**config.mk**
```make
export PLATFORM = sky130hd
export DESIGN_NAME = ofs_system_regs
export DESIGN_NICKNAME = d
export VERILOG_FILES = /design/src/ofs_pkg.sv /design/src/ofs_clock_cal.sv /design/src/ofs_fifo_format.sv /design/src/ofs_system_regs.sv
export SDC_FILE = /design/constraint.sdc
export NUM_CORES = 1
export LEC_CHECK = 0
export BUFFER_PORTS_ARGS = -buffer_cell sky130_fd_sc_hd__buf_2
export CORE_UTILIZATION = 50
export DETAILED_ROUTE_END_ITERATION = 16
export PLACE_DENSITY = 0.73
export SLEW_MARGIN = 30
export SYNTH_ARGS = -nofsm -noshare
export SYNTH_HDL_FRONTEND = slang
export SYNTH_SLANG_ARGS = --single-unit
export TNS_END_PERCENT = 30
```
**constraint.sdc**
```tcl
create_clock -name core_clk -period 2.1 [get_ports core_clk]
set_input_delay 0.21 -clock core_clk [delete_from_list [all_inputs] [get_ports core_clk]]
set_output_delay 0.21 -clock core_clk [all_outputs]
set_load 0.05 [all_outputs]
```
**src/ofs_pkg.sv**
```systemverilog
// shared constants for the optical front end system register group
package ofs_pkg;
    // register offsets
    localparam logic [7:0] OFS_ADDR_TARGET = 8'h09;
    localparam logic [7:0] OFS_ADDR_RATIO = 8'h0A;
    localparam logic [7:0] OFS_ADDR_KEY = 8'h0D;
    localparam logic [7:0] OFS_ADDR_SWRST = 8'h0F;
    localparam logic [7:0] OFS_ADDR_MODE = 8'h10;
    localparam logic [7:0] OFS_ADDR_CFG = 8'h11;
    // reset values
    localparam logic [6:0] OFS_TARGET_RST = 7'h64;
    localparam logic [15:0] OFS_KEY_RST = 16'h0000;
    localparam logic [1:0] OFS_MODE_RST = 2'h0;
    localparam logic [15:0] OFS_CFG_RST = 16'h1000;
    // unlock byte and address-change keys
    localparam logic [7:0] OFS_UNLOCK_BYTE = 8'hAD;
    localparam logic [15:0] OFS_KEY_ALWAYS = 16'h04AD;
    localparam logic [15:0] OFS_KEY_INT = 16'h44AD;
    localparam logic [15:0] OFS_KEY_STRAP = 16'h84AD;
    localparam logic [15:0] OFS_KEY_BOTH = 16'hC4AD;
    // field positions in the configuration register
    localparam int OFS_CFG_READBACK_BIT = 13;
    localparam int OFS_CFG_GUARD_BIT = 12;
    localparam int OFS_CFG_SLOTB_LSB = 6;
    localparam int OFS_CFG_SLOTA_LSB = 2;
    localparam logic [15:0] OFS_CFG_WMASK = 16'h31DC;
    // calibration: two slow periods of the slow clock
    localparam logic [1:0] OFS_CAL_SLOW_EDGES = 2'h2;
    typedef enum logic [1:0] {
        OFS_MODE_STANDBY = 2'b00,
        OFS_MODE_PROGRAM = 2'b01,
        OFS_MODE_NORMAL = 2'b10,
        OFS_MODE_RESVD = 2'b11
    } ofs_mode_e;
    typedef enum logic [2:0] {
        OFS_FMT_NONE = 3'b000,
        OFS_FMT_SUM16 = 3'b001,
        OFS_FMT_SUM32 = 3'b010,
        OFS_FMT_BG16 = 3'b011,
        OFS_FMT_WIDE4 = 3'b100,
        OFS_FMT_RES5 = 3'b101,
        OFS_FMT_EXT4 = 3'b110,
        OFS_FMT_RES7 = 3'b111
    } ofs_fmt_e;
endpackage

```
**src/ofs_clock_cal.sv**
```systemverilog
// counts fast clock edges across two slow clock periods
`timescale 1ns/10ps
module ofs_clock_cal (
    // clock and reset
    input wire logic core_clk,
    input wire logic rst_b,
    input wire logic softReset,
    // control
    input wire logic calEnable,
    input wire logic slowClkPin,
    // result
    output logic [11:0] fastClockCount
);
    localparam logic [1:0] OFS_CAL_SLOW_EDGES_C = ofs_pkg::OFS_CAL_SLOW_EDGES;
    logic [2:0] slowSync_q;
    logic [1:0] edgeCnt_q;
    logic [11:0] runCnt_q;
    logic [11:0] fastClockCount_q;
    logic slowRise;

    always_ff @(posedge core_clk or negedge rst_b) begin
        if (!rst_b) begin
            slowSync_q <= 3'h0;
        end else begin
            slowSync_q <= {slowSync_q[1:0], slowClkPin};
        end
    end
    // edge detector reads only the second and third stages
    assign slowRise = slowSync_q[1] & ~slowSync_q[2];

    always_ff @(posedge core_clk or negedge rst_b) begin
        if (!rst_b) begin
            edgeCnt_q <= 2'h0;
            runCnt_q <= 12'h000;
            fastClockCount_q <= 12'h000;
        end else if (softReset) begin
            edgeCnt_q <= 2'h0;
            runCnt_q <= 12'h000;
            fastClockCount_q <= 12'h000;
        end else if (!calEnable) begin
            edgeCnt_q <= 2'h0;
            runCnt_q <= 12'h000;
        end else if (slowRise) begin
            if (edgeCnt_q == OFS_CAL_SLOW_EDGES_C) begin
                fastClockCount_q <= runCnt_q;
                runCnt_q <= 12'h001;
                edgeCnt_q <= 2'h1;
            end else begin
                edgeCnt_q <= edgeCnt_q + 2'h1;
                runCnt_q <= (edgeCnt_q == 2'h0) ? 12'h001 : runCnt_q + 12'h001;
            end
        end else if (edgeCnt_q != 2'h0) begin
            runCnt_q <= runCnt_q + 12'h001;
        end
    end
    assign fastClockCount = fastClockCount_q;
endmodule

```
**src/ofs_fifo_format.sv**
```systemverilog
// decodes the per-slot queue format into a word count and width
`timescale 1ns/10ps
module ofs_fifo_format (
    // selection
    input wire logic [2:0] queueFormat,
    input wire logic integrationMode,
    // decoded result
    output logic [3:0] wordsPerSample,
    output logic wideWords,
    output logic formatValid
);
    always_comb begin
        wordsPerSample = 4'h0;
        wideWords = 1'b0;
        formatValid = 1'b1;
        unique case (ofs_pkg::ofs_fmt_e'(queueFormat))
            ofs_pkg::OFS_FMT_NONE: begin
                formatValid = 1'b1;
            end
            ofs_pkg::OFS_FMT_SUM16: begin
                wordsPerSample = 4'h1;
            end
            ofs_pkg::OFS_FMT_SUM32: begin
                wordsPerSample = 4'h2;
                wideWords = 1'b1;
            end
            ofs_pkg::OFS_FMT_BG16: begin
                // only meaningful in digital integration mode
                wordsPerSample = integrationMode ? 4'h2 : 4'h0;
                formatValid = integrationMode;
            end
            ofs_pkg::OFS_FMT_WIDE4: begin
                wordsPerSample = 4'h4;
                wideWords = integrationMode;
            end
            ofs_pkg::OFS_FMT_EXT4: begin
                wordsPerSample = integrationMode ? 4'h0 : 4'h8;
                wideWords = ~integrationMode;
                formatValid = ~integrationMode;
            end
            default: begin
                formatValid = 1'b0;
            end
        endcase
    end
endmodule

```
**src/ofs_system_regs.sv**
```systemverilog
// system control register group: address change, calibration, reset, mode, queue config
`timescale 1ns/10ps
module ofs_system_regs (
    // clock and reset
    input wire logic core_clk,
    input wire logic rst_b,
    // register port from the serial interface engine
    input wire logic regWrite,
    input wire logic regRead,
    input wire logic [7:0] regAddr,
    input wire logic [15:0] regWdata,
    output logic [15:0] regRdata,
    output logic regAck,
    // gating pins, asynchronous to core_clk
    input wire logic interruptPin,
    input wire logic gating_strap_pin,
    // slow reference clock pin, asynchronous
    input wire logic slowClkPin,
    // calibration enable from the sampling control group
    input wire logic fastClockCalibrationEnable,
    // datapath status and requests
    input wire logic integrationMode,
    input wire logic [2:0] slotAAveraging,
    input wire logic [2:0] slotBAveraging,
    input wire logic slotBSampleReady,
    input wire logic queueFull,
    // controls to the rest of the device
    output logic [6:0] busTargetId,
    output logic softResetPulse,
    output logic [1:0] operatingMode,
    output logic standbyActive,
    output logic programActive,
    output logic normalActive,
    output logic extendedReadbackAverage,
    output logic queueOverflowGuard,
    output logic [2:0] secondSlotQueueFormat,
    output logic [2:0] firstSlotQueueFormat,
    output logic slotBQueueWrite,
    output logic queueDropOldest,
    output logic [3:0] slotBWordsPerSample,
    output logic slotBWideWords,
    output logic slotBFormatError
);
    logic [1:0] intSync_q;
    logic [1:0] strapSync_q;
    logic [6:0] targetId_q;
    logic [15:0] changeKey_q;
    logic softReset_q;
    logic [1:0] mode_q;
    logic [15:0] cfg_q;
    logic [15:0] regRdata_q;
    logic regAck_q;
    logic [11:0] fastClockCount;
    logic changeAllowed;
    logic unlockOk;
    logic softResetHit;
    logic slotBAllowed;
    logic [3:0] slotBWords;
    logic slotBWide;
    logic slotBValid;

    // gating pins pass two flops before any decision reads them
    always_ff @(posedge core_clk or negedge rst_b) begin
        if (!rst_b) begin
            intSync_q <= 2'h0;
            strapSync_q <= 2'h0;
        end else begin
            intSync_q <= {intSync_q[0], interruptPin};
            strapSync_q <= {strapSync_q[0], gating_strap_pin};
        end
    end

    always_comb begin
        unique case (changeKey_q)
            ofs_pkg::OFS_KEY_ALWAYS: changeAllowed = 1'b1;
            ofs_pkg::OFS_KEY_INT: changeAllowed = intSync_q[1];
            ofs_pkg::OFS_KEY_STRAP: changeAllowed = strapSync_q[1];
            ofs_pkg::OFS_KEY_BOTH: changeAllowed = intSync_q[1] & strapSync_q[1];
            default: changeAllowed = 1'b0;
        endcase
    end
    assign unlockOk = regWdata[15:8] == ofs_pkg::OFS_UNLOCK_BYTE;
    assign softResetHit = regWrite && regAddr == ofs_pkg::OFS_ADDR_SWRST && regWdata[0];

    // software reset: one cycle pulse, bit reads back low afterwards
    always_ff @(posedge core_clk or negedge rst_b) begin
        if (!rst_b) begin
            softReset_q <= 1'b0;
        end else begin
            softReset_q <= softResetHit;
        end
    end

    // target address, reset to its power-up value by the software reset too
    always_ff @(posedge core_clk or negedge rst_b) begin
        if (!rst_b) begin
            targetId_q <= ofs_pkg::OFS_TARGET_RST;
        end else if (softReset_q) begin
            targetId_q <= ofs_pkg::OFS_TARGET_RST;
        end else if (regWrite && regAddr == ofs_pkg::OFS_ADDR_TARGET && unlockOk && changeAllowed) begin
            targetId_q <= regWdata[7:1];
        end
    end

    always_ff @(posedge core_clk or negedge rst_b) begin
        if (!rst_b) begin
            changeKey_q <= ofs_pkg::OFS_KEY_RST;
        end else if (softReset_q) begin
            changeKey_q <= ofs_pkg::OFS_KEY_RST;
        end else if (regWrite && regAddr == ofs_pkg::OFS_ADDR_KEY) begin
            changeKey_q <= regWdata;
        end
    end

    always_ff @(posedge core_clk or negedge rst_b) begin
        if (!rst_b) begin
            mode_q <= ofs_pkg::OFS_MODE_RST;
        end else if (softReset_q) begin
            mode_q <= ofs_pkg::OFS_MODE_RST;
        end else if (regWrite && regAddr == ofs_pkg::OFS_ADDR_MODE) begin
            mode_q <= regWdata[1:0];
        end
    end

    always_comb begin
        standbyActive = 1'b0;
        programActive = 1'b0;
        normalActive = 1'b0;
        unique case (ofs_pkg::ofs_mode_e'(mode_q))
            ofs_pkg::OFS_MODE_STANDBY: standbyActive = 1'b1;
            ofs_pkg::OFS_MODE_PROGRAM: programActive = 1'b1;
            ofs_pkg::OFS_MODE_NORMAL: normalActive = 1'b1;
            // reserved code holds the device in standby as the safe choice
            default: standbyActive = 1'b1;
        endcase
    end

    // reserved bits are masked so they always read zero
    always_ff @(posedge core_clk or negedge rst_b) begin
        if (!rst_b) begin
            cfg_q <= ofs_pkg::OFS_CFG_RST;
        end else if (softReset_q) begin
            cfg_q <= ofs_pkg::OFS_CFG_RST;
        end else if (regWrite && regAddr == ofs_pkg::OFS_ADDR_CFG) begin
            cfg_q <= regWdata & ofs_pkg::OFS_CFG_WMASK;
        end
    end

    assign extendedReadbackAverage = cfg_q[ofs_pkg::OFS_CFG_READBACK_BIT];
    assign queueOverflowGuard = cfg_q[ofs_pkg::OFS_CFG_GUARD_BIT];
    assign secondSlotQueueFormat = cfg_q[ofs_pkg::OFS_CFG_SLOTB_LSB +: 3];
    assign firstSlotQueueFormat = cfg_q[ofs_pkg::OFS_CFG_SLOTA_LSB +: 3];

    ofs_fifo_format slotBDecode (
        .queueFormat(secondSlotQueueFormat),
        .integrationMode(integrationMode),
        .wordsPerSample(slotBWords),
        .wideWords(slotBWide),
        .formatValid(slotBValid)
    );

    ofs_clock_cal clockCal (
        .core_clk(core_clk),
        .rst_b(rst_b),
        .softReset(softReset_q),
        .calEnable(fastClockCalibrationEnable),
        .slowClkPin(slowClkPin),
        .fastClockCount(fastClockCount)
    );

    // slot B storage needs matching averaging or an idle slot A queue
    assign slotBAllowed = (slotAAveraging == slotBAveraging) || (firstSlotQueueFormat == 3'h0);

    // queue write decision; the guard stalls writes while full, else oldest is dropped
    always_ff @(posedge core_clk or negedge rst_b) begin
        if (!rst_b) begin
            slotBQueueWrite <= 1'b0;
            queueDropOldest <= 1'b0;
            slotBWordsPerSample <= 4'h0;
            slotBWideWords <= 1'b0;
            slotBFormatError <= 1'b0;
        end else begin
            slotBWordsPerSample <= slotBWords;
            slotBWideWords <= slotBWide;
            slotBFormatError <= ~slotBValid;
            if (slotBSampleReady && slotBValid && slotBWords != 4'h0 && slotBAllowed) begin
                slotBQueueWrite <= ~(queueOverflowGuard && queueFull);
                queueDropOldest <= ~queueOverflowGuard && queueFull;
            end else begin
                slotBQueueWrite <= 1'b0;
                queueDropOldest <= 1'b0;
            end
        end
    end

    // read data registered; unmapped and write-only fields read zero
    always_ff @(posedge core_clk or negedge rst_b) begin
        if (!rst_b) begin
            regRdata_q <= 16'h0000;
        end else if (regRead) begin
            unique case (regAddr)
                ofs_pkg::OFS_ADDR_TARGET: regRdata_q <= {8'h00, targetId_q, 1'b0};
                ofs_pkg::OFS_ADDR_RATIO: regRdata_q <= {4'h0, fastClockCount};
                ofs_pkg::OFS_ADDR_KEY: regRdata_q <= changeKey_q;
                ofs_pkg::OFS_ADDR_SWRST: regRdata_q <= {15'h0000, softReset_q};
                ofs_pkg::OFS_ADDR_MODE: regRdata_q <= {14'h0000, mode_q};
                ofs_pkg::OFS_ADDR_CFG: regRdata_q <= cfg_q;
                default: regRdata_q <= 16'h0000;
            endcase
        end
    end

    // acknowledge every access except the write that fires the software reset
    always_ff @(posedge core_clk or negedge rst_b) begin
        if (!rst_b) begin
            regAck_q <= 1'b0;
        end else begin
            regAck_q <= (regWrite || regRead) && !softResetHit;
        end
    end

    assign regRdata = regRdata_q;
    assign regAck = regAck_q;
    assign busTargetId = targetId_q;
    assign softResetPulse = softReset_q;
    assign operatingMode = mode_q;
endmodule

```
; Word level (Yosys, flattened, before mapping)
; Index checks and enable logic that the tools add are counted.
[op_classes]
mux = 34
reduce_logical = 32
n_bitwise = 7
add_sub_neg = 2
n_eq_ne = 22
[ops]
columns = cell, n
row1 = two-way mux 12 bit, 10
row2 = one-hot mux 16 bit (6 select lines), 1
row3 = two-way mux 16 bit, 4
row4 = "== test 16 bit, second input constant", 2
row5 = "== test 8 x 4 -> 1 bit, second input constant", 4
row6 = one-hot mux 4 bit (5 select lines), 1
row7 = "== test 16 x 11 -> 1 bit, second input constant", 1
row8 = "== test 16 x 15 -> 1 bit, second input constant", 1
row9 = "== test 8 x 5 -> 1 bit, second input constant", 2
row10 = nonzero test 2 bit, 8
row11 = logical AND 1 bit, 14
row12 = two-way mux 2 bit, 7
row13 = two-way mux 7 bit, 2
row14 = "adder 12 x 1 -> 12 bit, second input constant", 1
row15 = "== test 8 bit, second input constant", 1
row16 = "== test 3 x 2 -> 1 bit, second input constant", 2
row17 = "== test 3 bit, second input constant", 2
row18 = logical NOT 3 bit, 2
row19 = one-hot mux 1 bit (3 select lines), 2
row20 = two-way mux 1 bit, 5
row21 = inverter 1 bit, 5
row22 = "== test 2 bit, second input constant", 2
row23 = two-way mux 4 bit, 1
row24 = "!= test 4 x 1 -> 1 bit, second input constant", 1
row25 = other kinds (14), 16
[totals]
ff_bits = 100
inputBits = 41

; Logic depth before layout (Yosys ltp)
[logic_depth]
word_depth = 7
mapped_depth = 6

; Modules after synthesis
; A second synthesis with hierarchy kept.
[hier_totals]
hier_cells = 420
area_unflattened_um2 = 4330.4
[modules_own_cells]
columns = mod, instances, seq_area_each_um2, cells_each, area_per_inst_um2
row1 = ofs_system_regs, 1, 1581.5, 290, 2942.8
row2 = ofs_clock_cal, 1, 725.7, 119, 1305.0
row3 = ofs_fifo_format, 1, 0.0, 11, 82.6

; Least setup slack after synthesis
; Ideal clock, no wire load.
[synth_timing]
path_kind = register -> register
from = reg softReset_q, in the netlist softResetPulse
to = reg clockCal.runCnt_q[11]
required_ns = 2.022
n_path_buf = 1
path_stages_with_launch = 6
synth_period_minus_slack_ns = 1.893
setup_time_ns = 0.078
slack_ns = 0.207
t_arrival_ns = 1.815
path_cell_list = dfrtp_1 > clkbuf_1 > nor2b_1 > a31o_1 > or4_1 > a21oi_1
[synth_between]
elab_chain_len = 1
[synth_rtl]
columns = element, line_no
row1 = from (decl), ofs_system_regs.sv:48  ; logic softReset_q;
row2 = from (signal assigned), ofs_system_regs.sv:90  ; softReset_q <= softResetHit;
row3 = != test 4 x 1 -> 1 bit (no line) or two-way mux 12 bit (tied branches), n/a
row4 = to (signal assigned), ofs_clock_cal.sv:50  ; runCnt_q <= (edgeCnt_q == 2'h0) ? 12'h001 : runCnt_q + 12'h001;
row5 = to (signal assigned), ofs_clock_cal.sv:53  ; runCnt_q <= runCnt_q + 12'h001;
row6 = to (decl), ofs_clock_cal.sv:17  ; logic [11:0] runCnt_q;
; Several ways; a longest one is shown, not always the timed one.
; A chain may end at the register's enable or synchronous reset.

; Worst setup path in the final report
[layout_timing]
from = reg changeKey_q[8]
to = reg targetId_q[2], in the netlist busTargetId[2]
[layout_between]
elab_chain_len = 4
[layout_rtl]
columns = element, line_no
row1 = from (decl), ofs_system_regs.sv:47  ; logic [15:0] changeKey_q;
row2 = from (signal assigned), ofs_system_regs.sv:107  ; changeKey_q <= ofs_pkg::OFS_KEY_RST;
row3 = from (signal assigned), ofs_system_regs.sv:109  ; changeKey_q <= ofs_pkg::OFS_KEY_RST;
row4 = from (signal assigned), ofs_system_regs.sv:111  ; changeKey_q <= regWdata;
row5 = "== test 16 bit, or another cell as far along", ofs_system_regs.sv:74  ; unique case (changeKey_q)
row6 = one-hot mux 1 bit (4 select lines) *, ofs_system_regs.sv:74
row7 = logical AND 1 bit *, ofs_system_regs.sv:100  ; end else if (regWrite && regAddr == ofs_pkg::OFS_ADDR_TARGET && unlockOk && changeAllowed) begin
row8 = nonzero test 2 bit (no line) *, n/a
row9 = to (signal assigned), ofs_system_regs.sv:97  ; targetId_q <= ofs_pkg::OFS_TARGET_RST;
row10 = to (signal assigned), ofs_system_regs.sv:99  ; targetId_q <= ofs_pkg::OFS_TARGET_RST;
row11 = to (signal assigned), ofs_system_regs.sv:101  ; targetId_q <= regWdata[7:1];
row12 = to (decl), ofs_system_regs.sv:46  ; logic [6:0] targetId_q;
; Every way passes the cells marked *; elsewhere a longest branch is shown, timed or not.

==> flow_metrics.py <==
metrics = {
    "sta": {
        "finalHoldViolCount": 0,
        "fin_ws_ns": 0.298,
        "fin_worst_skew_ns": 0.0108,
        "relSlewSlack_pct": 50.5,
        "tightest_slew_ns": 0.743,
        "fin_hold_ws_ns": 0.0183,
        "finalSetupViolCount": 0,
        "fin_setup_tns_ns": 0,
        "max_freq_mhz": 555,
        "slew_viol_final": 0,
        "period_share_pct": 85.8,
        "min_period_ns": 1.80,
        "rsz0062_at_grt": "no",
    },
    "floorplanning": {
        "start_util_pct": 52.6,
        "core_area_mm2": 0.00838,
        "dieArea_mm2": 0.00920,
        "die_h_um": 95.9,
        "io_pins": 87,
        "num_rows": 33,
        "dieWidth_um": 95.9,
    },
    "place": {
        "dpl.cell_count": 594,
        "portBuffers": 86,
        "dpl.hpwl_mm": 7.84,
        "gp_congestion": 0.857,
        "dp_slack_ns": 0.176,
    },
    "cts": {
        "clockBufferDepth": 2,
        "cts_tree": "yes",
        "cts_sinks": 92,
        "clockRootBuffer": "clkbuf_8",
        "postCtsSetupBuffers": 0,
        "cts.reportedPaths.clkPinSlew_ns": 0.09,
        "cts_inserted_buffers": 9,
        "worst_skew_pair.late_latency_ns": 0.37,
        "h-tree-depth": 3,
    },
    "pwr": {
        "switching_share_pct": 27.5,
        "clkPwrFrac_pct": 34.9,
        "power.density_mw_per_mm2": 673,
        "p_comb_share_pct": 11.6,
        "switching_power_mw": 0.968,
        "irDropWorstVdd_uv": 443,
        "leakage_nw": 2.48,
        "internal-power_mw": 2.56,
        "p_seq_share_pct": 53.5,
    },
    "yosys": {
        "synthTopCellsByArea": "dfrtp_1 (50%), mux2i_1 (7.9%), nor2_1 (3.3%)",
        "synthArstFlopShare_pct": 100,
        "synth_ff_type": "dfrtp_1",
        "synth-edff-count": 0,
        "syn_area_per_cell_um2": 10.6,
        "synth.yosys.seq_area_share_pct": 52.3,
        "synth_most_common_cell": "dfrtp_1",
        "ys_top_cells_by_count": "dfrtp_1 (88), nor2_1 (39), mux2i_1 (35)",
        "netlist.area_leader.share_pct": 49.9,
        "synthCells": 415,
        "netlist_area_mm2": 0.00441,
        "ys_seq_elements": 92,
        "synth_cell_types": 57,
        "ys.warnings.count": 0,
        "synth_nets": 459,
        "synth_top_area_cell": "dfrtp_1",
    },
    "detailed_routing": {
        "drc": 0,
        "detail-route-antenna-nets": 0,
        "wire_per_inst_um": 17.5,
        "drt_iter0_markers": 265,
        "drt_pre_antenna_iters": 4,
        "vias": 3595,
        "viasPerCell": 5.86,
        "routed_wl_mm": 10.7,
    },
    "setup_path": {
        "crit_path_top_delay_cell": "dfrtp_1",
        "cp-start-kind": "flip-flop",
        "critPathMaxFanout": 7,
        "cp-end-kind": "flip-flop",
        "cp_slowest_stage_delay_ns": 0.43,
        "required_ns": 2.39,
        "worstPathArrival_ns": 2.09,
        "critPathKind": "reg2reg",
        "crit_chain": "nor4b_1, o221ai_1, nor4_4, buf_4, mux2i_1",
    },
    "finish": {
        "insertedDiodeCount": 0,
        "syn_to_final_growth_pct": 18.7,
        "multi_input_area_mm2": 0.00196,
        "final_cells": 614,
        "final_nets": 548,
        "drive_above_1_share_pct": 25.7,
        "seqCellArea_mm2": 0.00231,
        "n_fill_cell": 719,
    },
    "global_routing": {
        "antenna_found_initial": 0,
        "grt_pass1_vias": 3391,
        "track_usage_pct": 25.3,
        "overflow": 0,
        "grt_max_degree": 56,
        "grt_pass1_wl_mm": 17.0,
    },
    "hold_path": {
        "hold_class": "in2reg",
    },
    "run_status": {
        "run_status": "complete, no violations",
    },
    "run": {
        "max-cap-violations": 0,
    },
}
-- worst max-delay path: cells and delay by family (launching register included) --
kind | cells | cell delay [ns]
simple gates | 2 | 0.59
mux | 1 | 0.21
buf+inv | 1 | 0.23
compound gates | 1 | 0.26
flops | 1 | 0.43
-- stage by stage --
stage / total power [mW] / area [um^2] / utilization, %
finish: 3.52 / 5240 / 62.5
global route: 3.68 / 5240 / 62.5
CTS: 3.56 / 5240 / 62.5
detailed placement: 2.32 / 4990 / 59.5
global placement: 2.31 / 4980 / 59.4
floorplan: 2.15 / 4410 / -
-- power groups by stage --
stage	sequential, mW	combinational (mW)	clock (mW)
2_1_floorplan	1.97	0.174	0
3_3_place_gp	1.92	0.395	0
3_5_place_dp	1.92	0.404	0
4_1_cts	1.89	0.410	1.26
5_1_grt	1.89	0.451	1.33
6_report	1.89	0.408	1.23
-- sequential cells by signal (all words and copies together) (netlist names) --
| signal | cells |
|---|---|
| strapSync_q | 2 |
| operatingMode | 2 |
| regAck | 1 |
| slotBFormatError | 1 |
| intSync_q | 2 |
| cfg_q | 8 |
| changeKey_q | 16 |
| clockCal.fastClockCount | 12 |
| slotBQueueWrite | 1 |
| slotBWideWords | 1 |
| regRdata | 16 |
| clockCal.runCnt_q | 12 |
| clockCal.edgeCnt_q | 2 |
| clockCal.slowSync_q | 3 |
| softResetPulse | 1 |
| busTargetId | 7 |
| slotBWordsPerSample | 4 |
| queueDropOldest | 1 |
-- repair_timing --
item	in CTS	in global routing
endpoints found under the hold margin	45	0
hold buffers	4	0
resized for setup	0	0
-- path summary, 6_finish.rpt --
check	from	end	slack (ns)	cells after the start
worst max-delay path	changeKey_q[8]$_DFFE_PN0P_	busTargetId[2]$_DFFE_PN1P_	0.30	5
worst min-delay path	queueFull	slotBQueueWrite$_DFF_PN0_	0.02	2
worst max register to register	changeKey_q[8]$_DFFE_PN0P_	busTargetId[2]$_DFFE_PN1P_	0.30	5
worst min register to register	strapSync_q[0]$_DFF_PN0_	strapSync_q[1]$_DFF_PN0_	0.36	0
max in group asynchronous	rst_b	cfg_q[12]$_DFFE_PN1P_	1.08	3
min in group asynchronous	rst_b	busTargetId[0]$_DFFE_PN0P_	0.37	2
-- kinds of logic after synthesis --
kind of cell / Yosys count / share of synthesized area (%)
compound gates: 80 / 12.9
xor+xnor: 9 / 1.79
fa+ha+maj: 3 / 0.851
buf+inv: 37 / 3.55
flops: 92 / 52.3
mux: 35 / 7.94
simple gates: 159 / 20.7
-- layout by cell type, fill, tap and decap left out, drive strengths merged, types with 2 or more instances in the layout --
cell	n
dlygate4sd3	4
nor4b	3
dfstp	4
dfrtp	88
nor2	40
nor3	8
and3	7
nor4bb	3
nor2b	5
nand3	22
xnor2	8
clkbuf	10
or4bb	2
o31ai	2
nand2	25
clkinvlp	3
o2bb2ai	16
a221oi	5
nor4	3
buf	100
o21ai	10
a21o	2
a311oi	2
inv	13
nand2b	12
or4	2
a22oi	8
nor3b	7
a31oi	2
mux2i	35
nand4	7
ha	3
a21oi	27
or3	8
-- metal layers --
layer | global-route usage, % | vias up | share of wire, % | wire, um
li1 | - | 1681 | - | -
met1 | 34.1 | 1762 | 45 | 4850
met2 | 40.2 | 131 | 47 | 5010
met3 | 4.27 | 21 | 5.2 | 556
met4 | 11.4 | 0 | 2.9 | 306
met5 | 0 | - | 0 | 0
-- cell type report --
cell class / count / area share [%]
Clock buffer: 10 / 2.63
Clock inverter: 6 / 1.34
Inverter: 11 / 0.789
Multi-Input combinational cell: 286 / 37.4
Sequential cell: 92 / 44.1
Tap cell: 105 / 2.51
Timing Repair Buffer: 104 / 11.3
No activity file was read; power rests on OpenSTA's default activity.
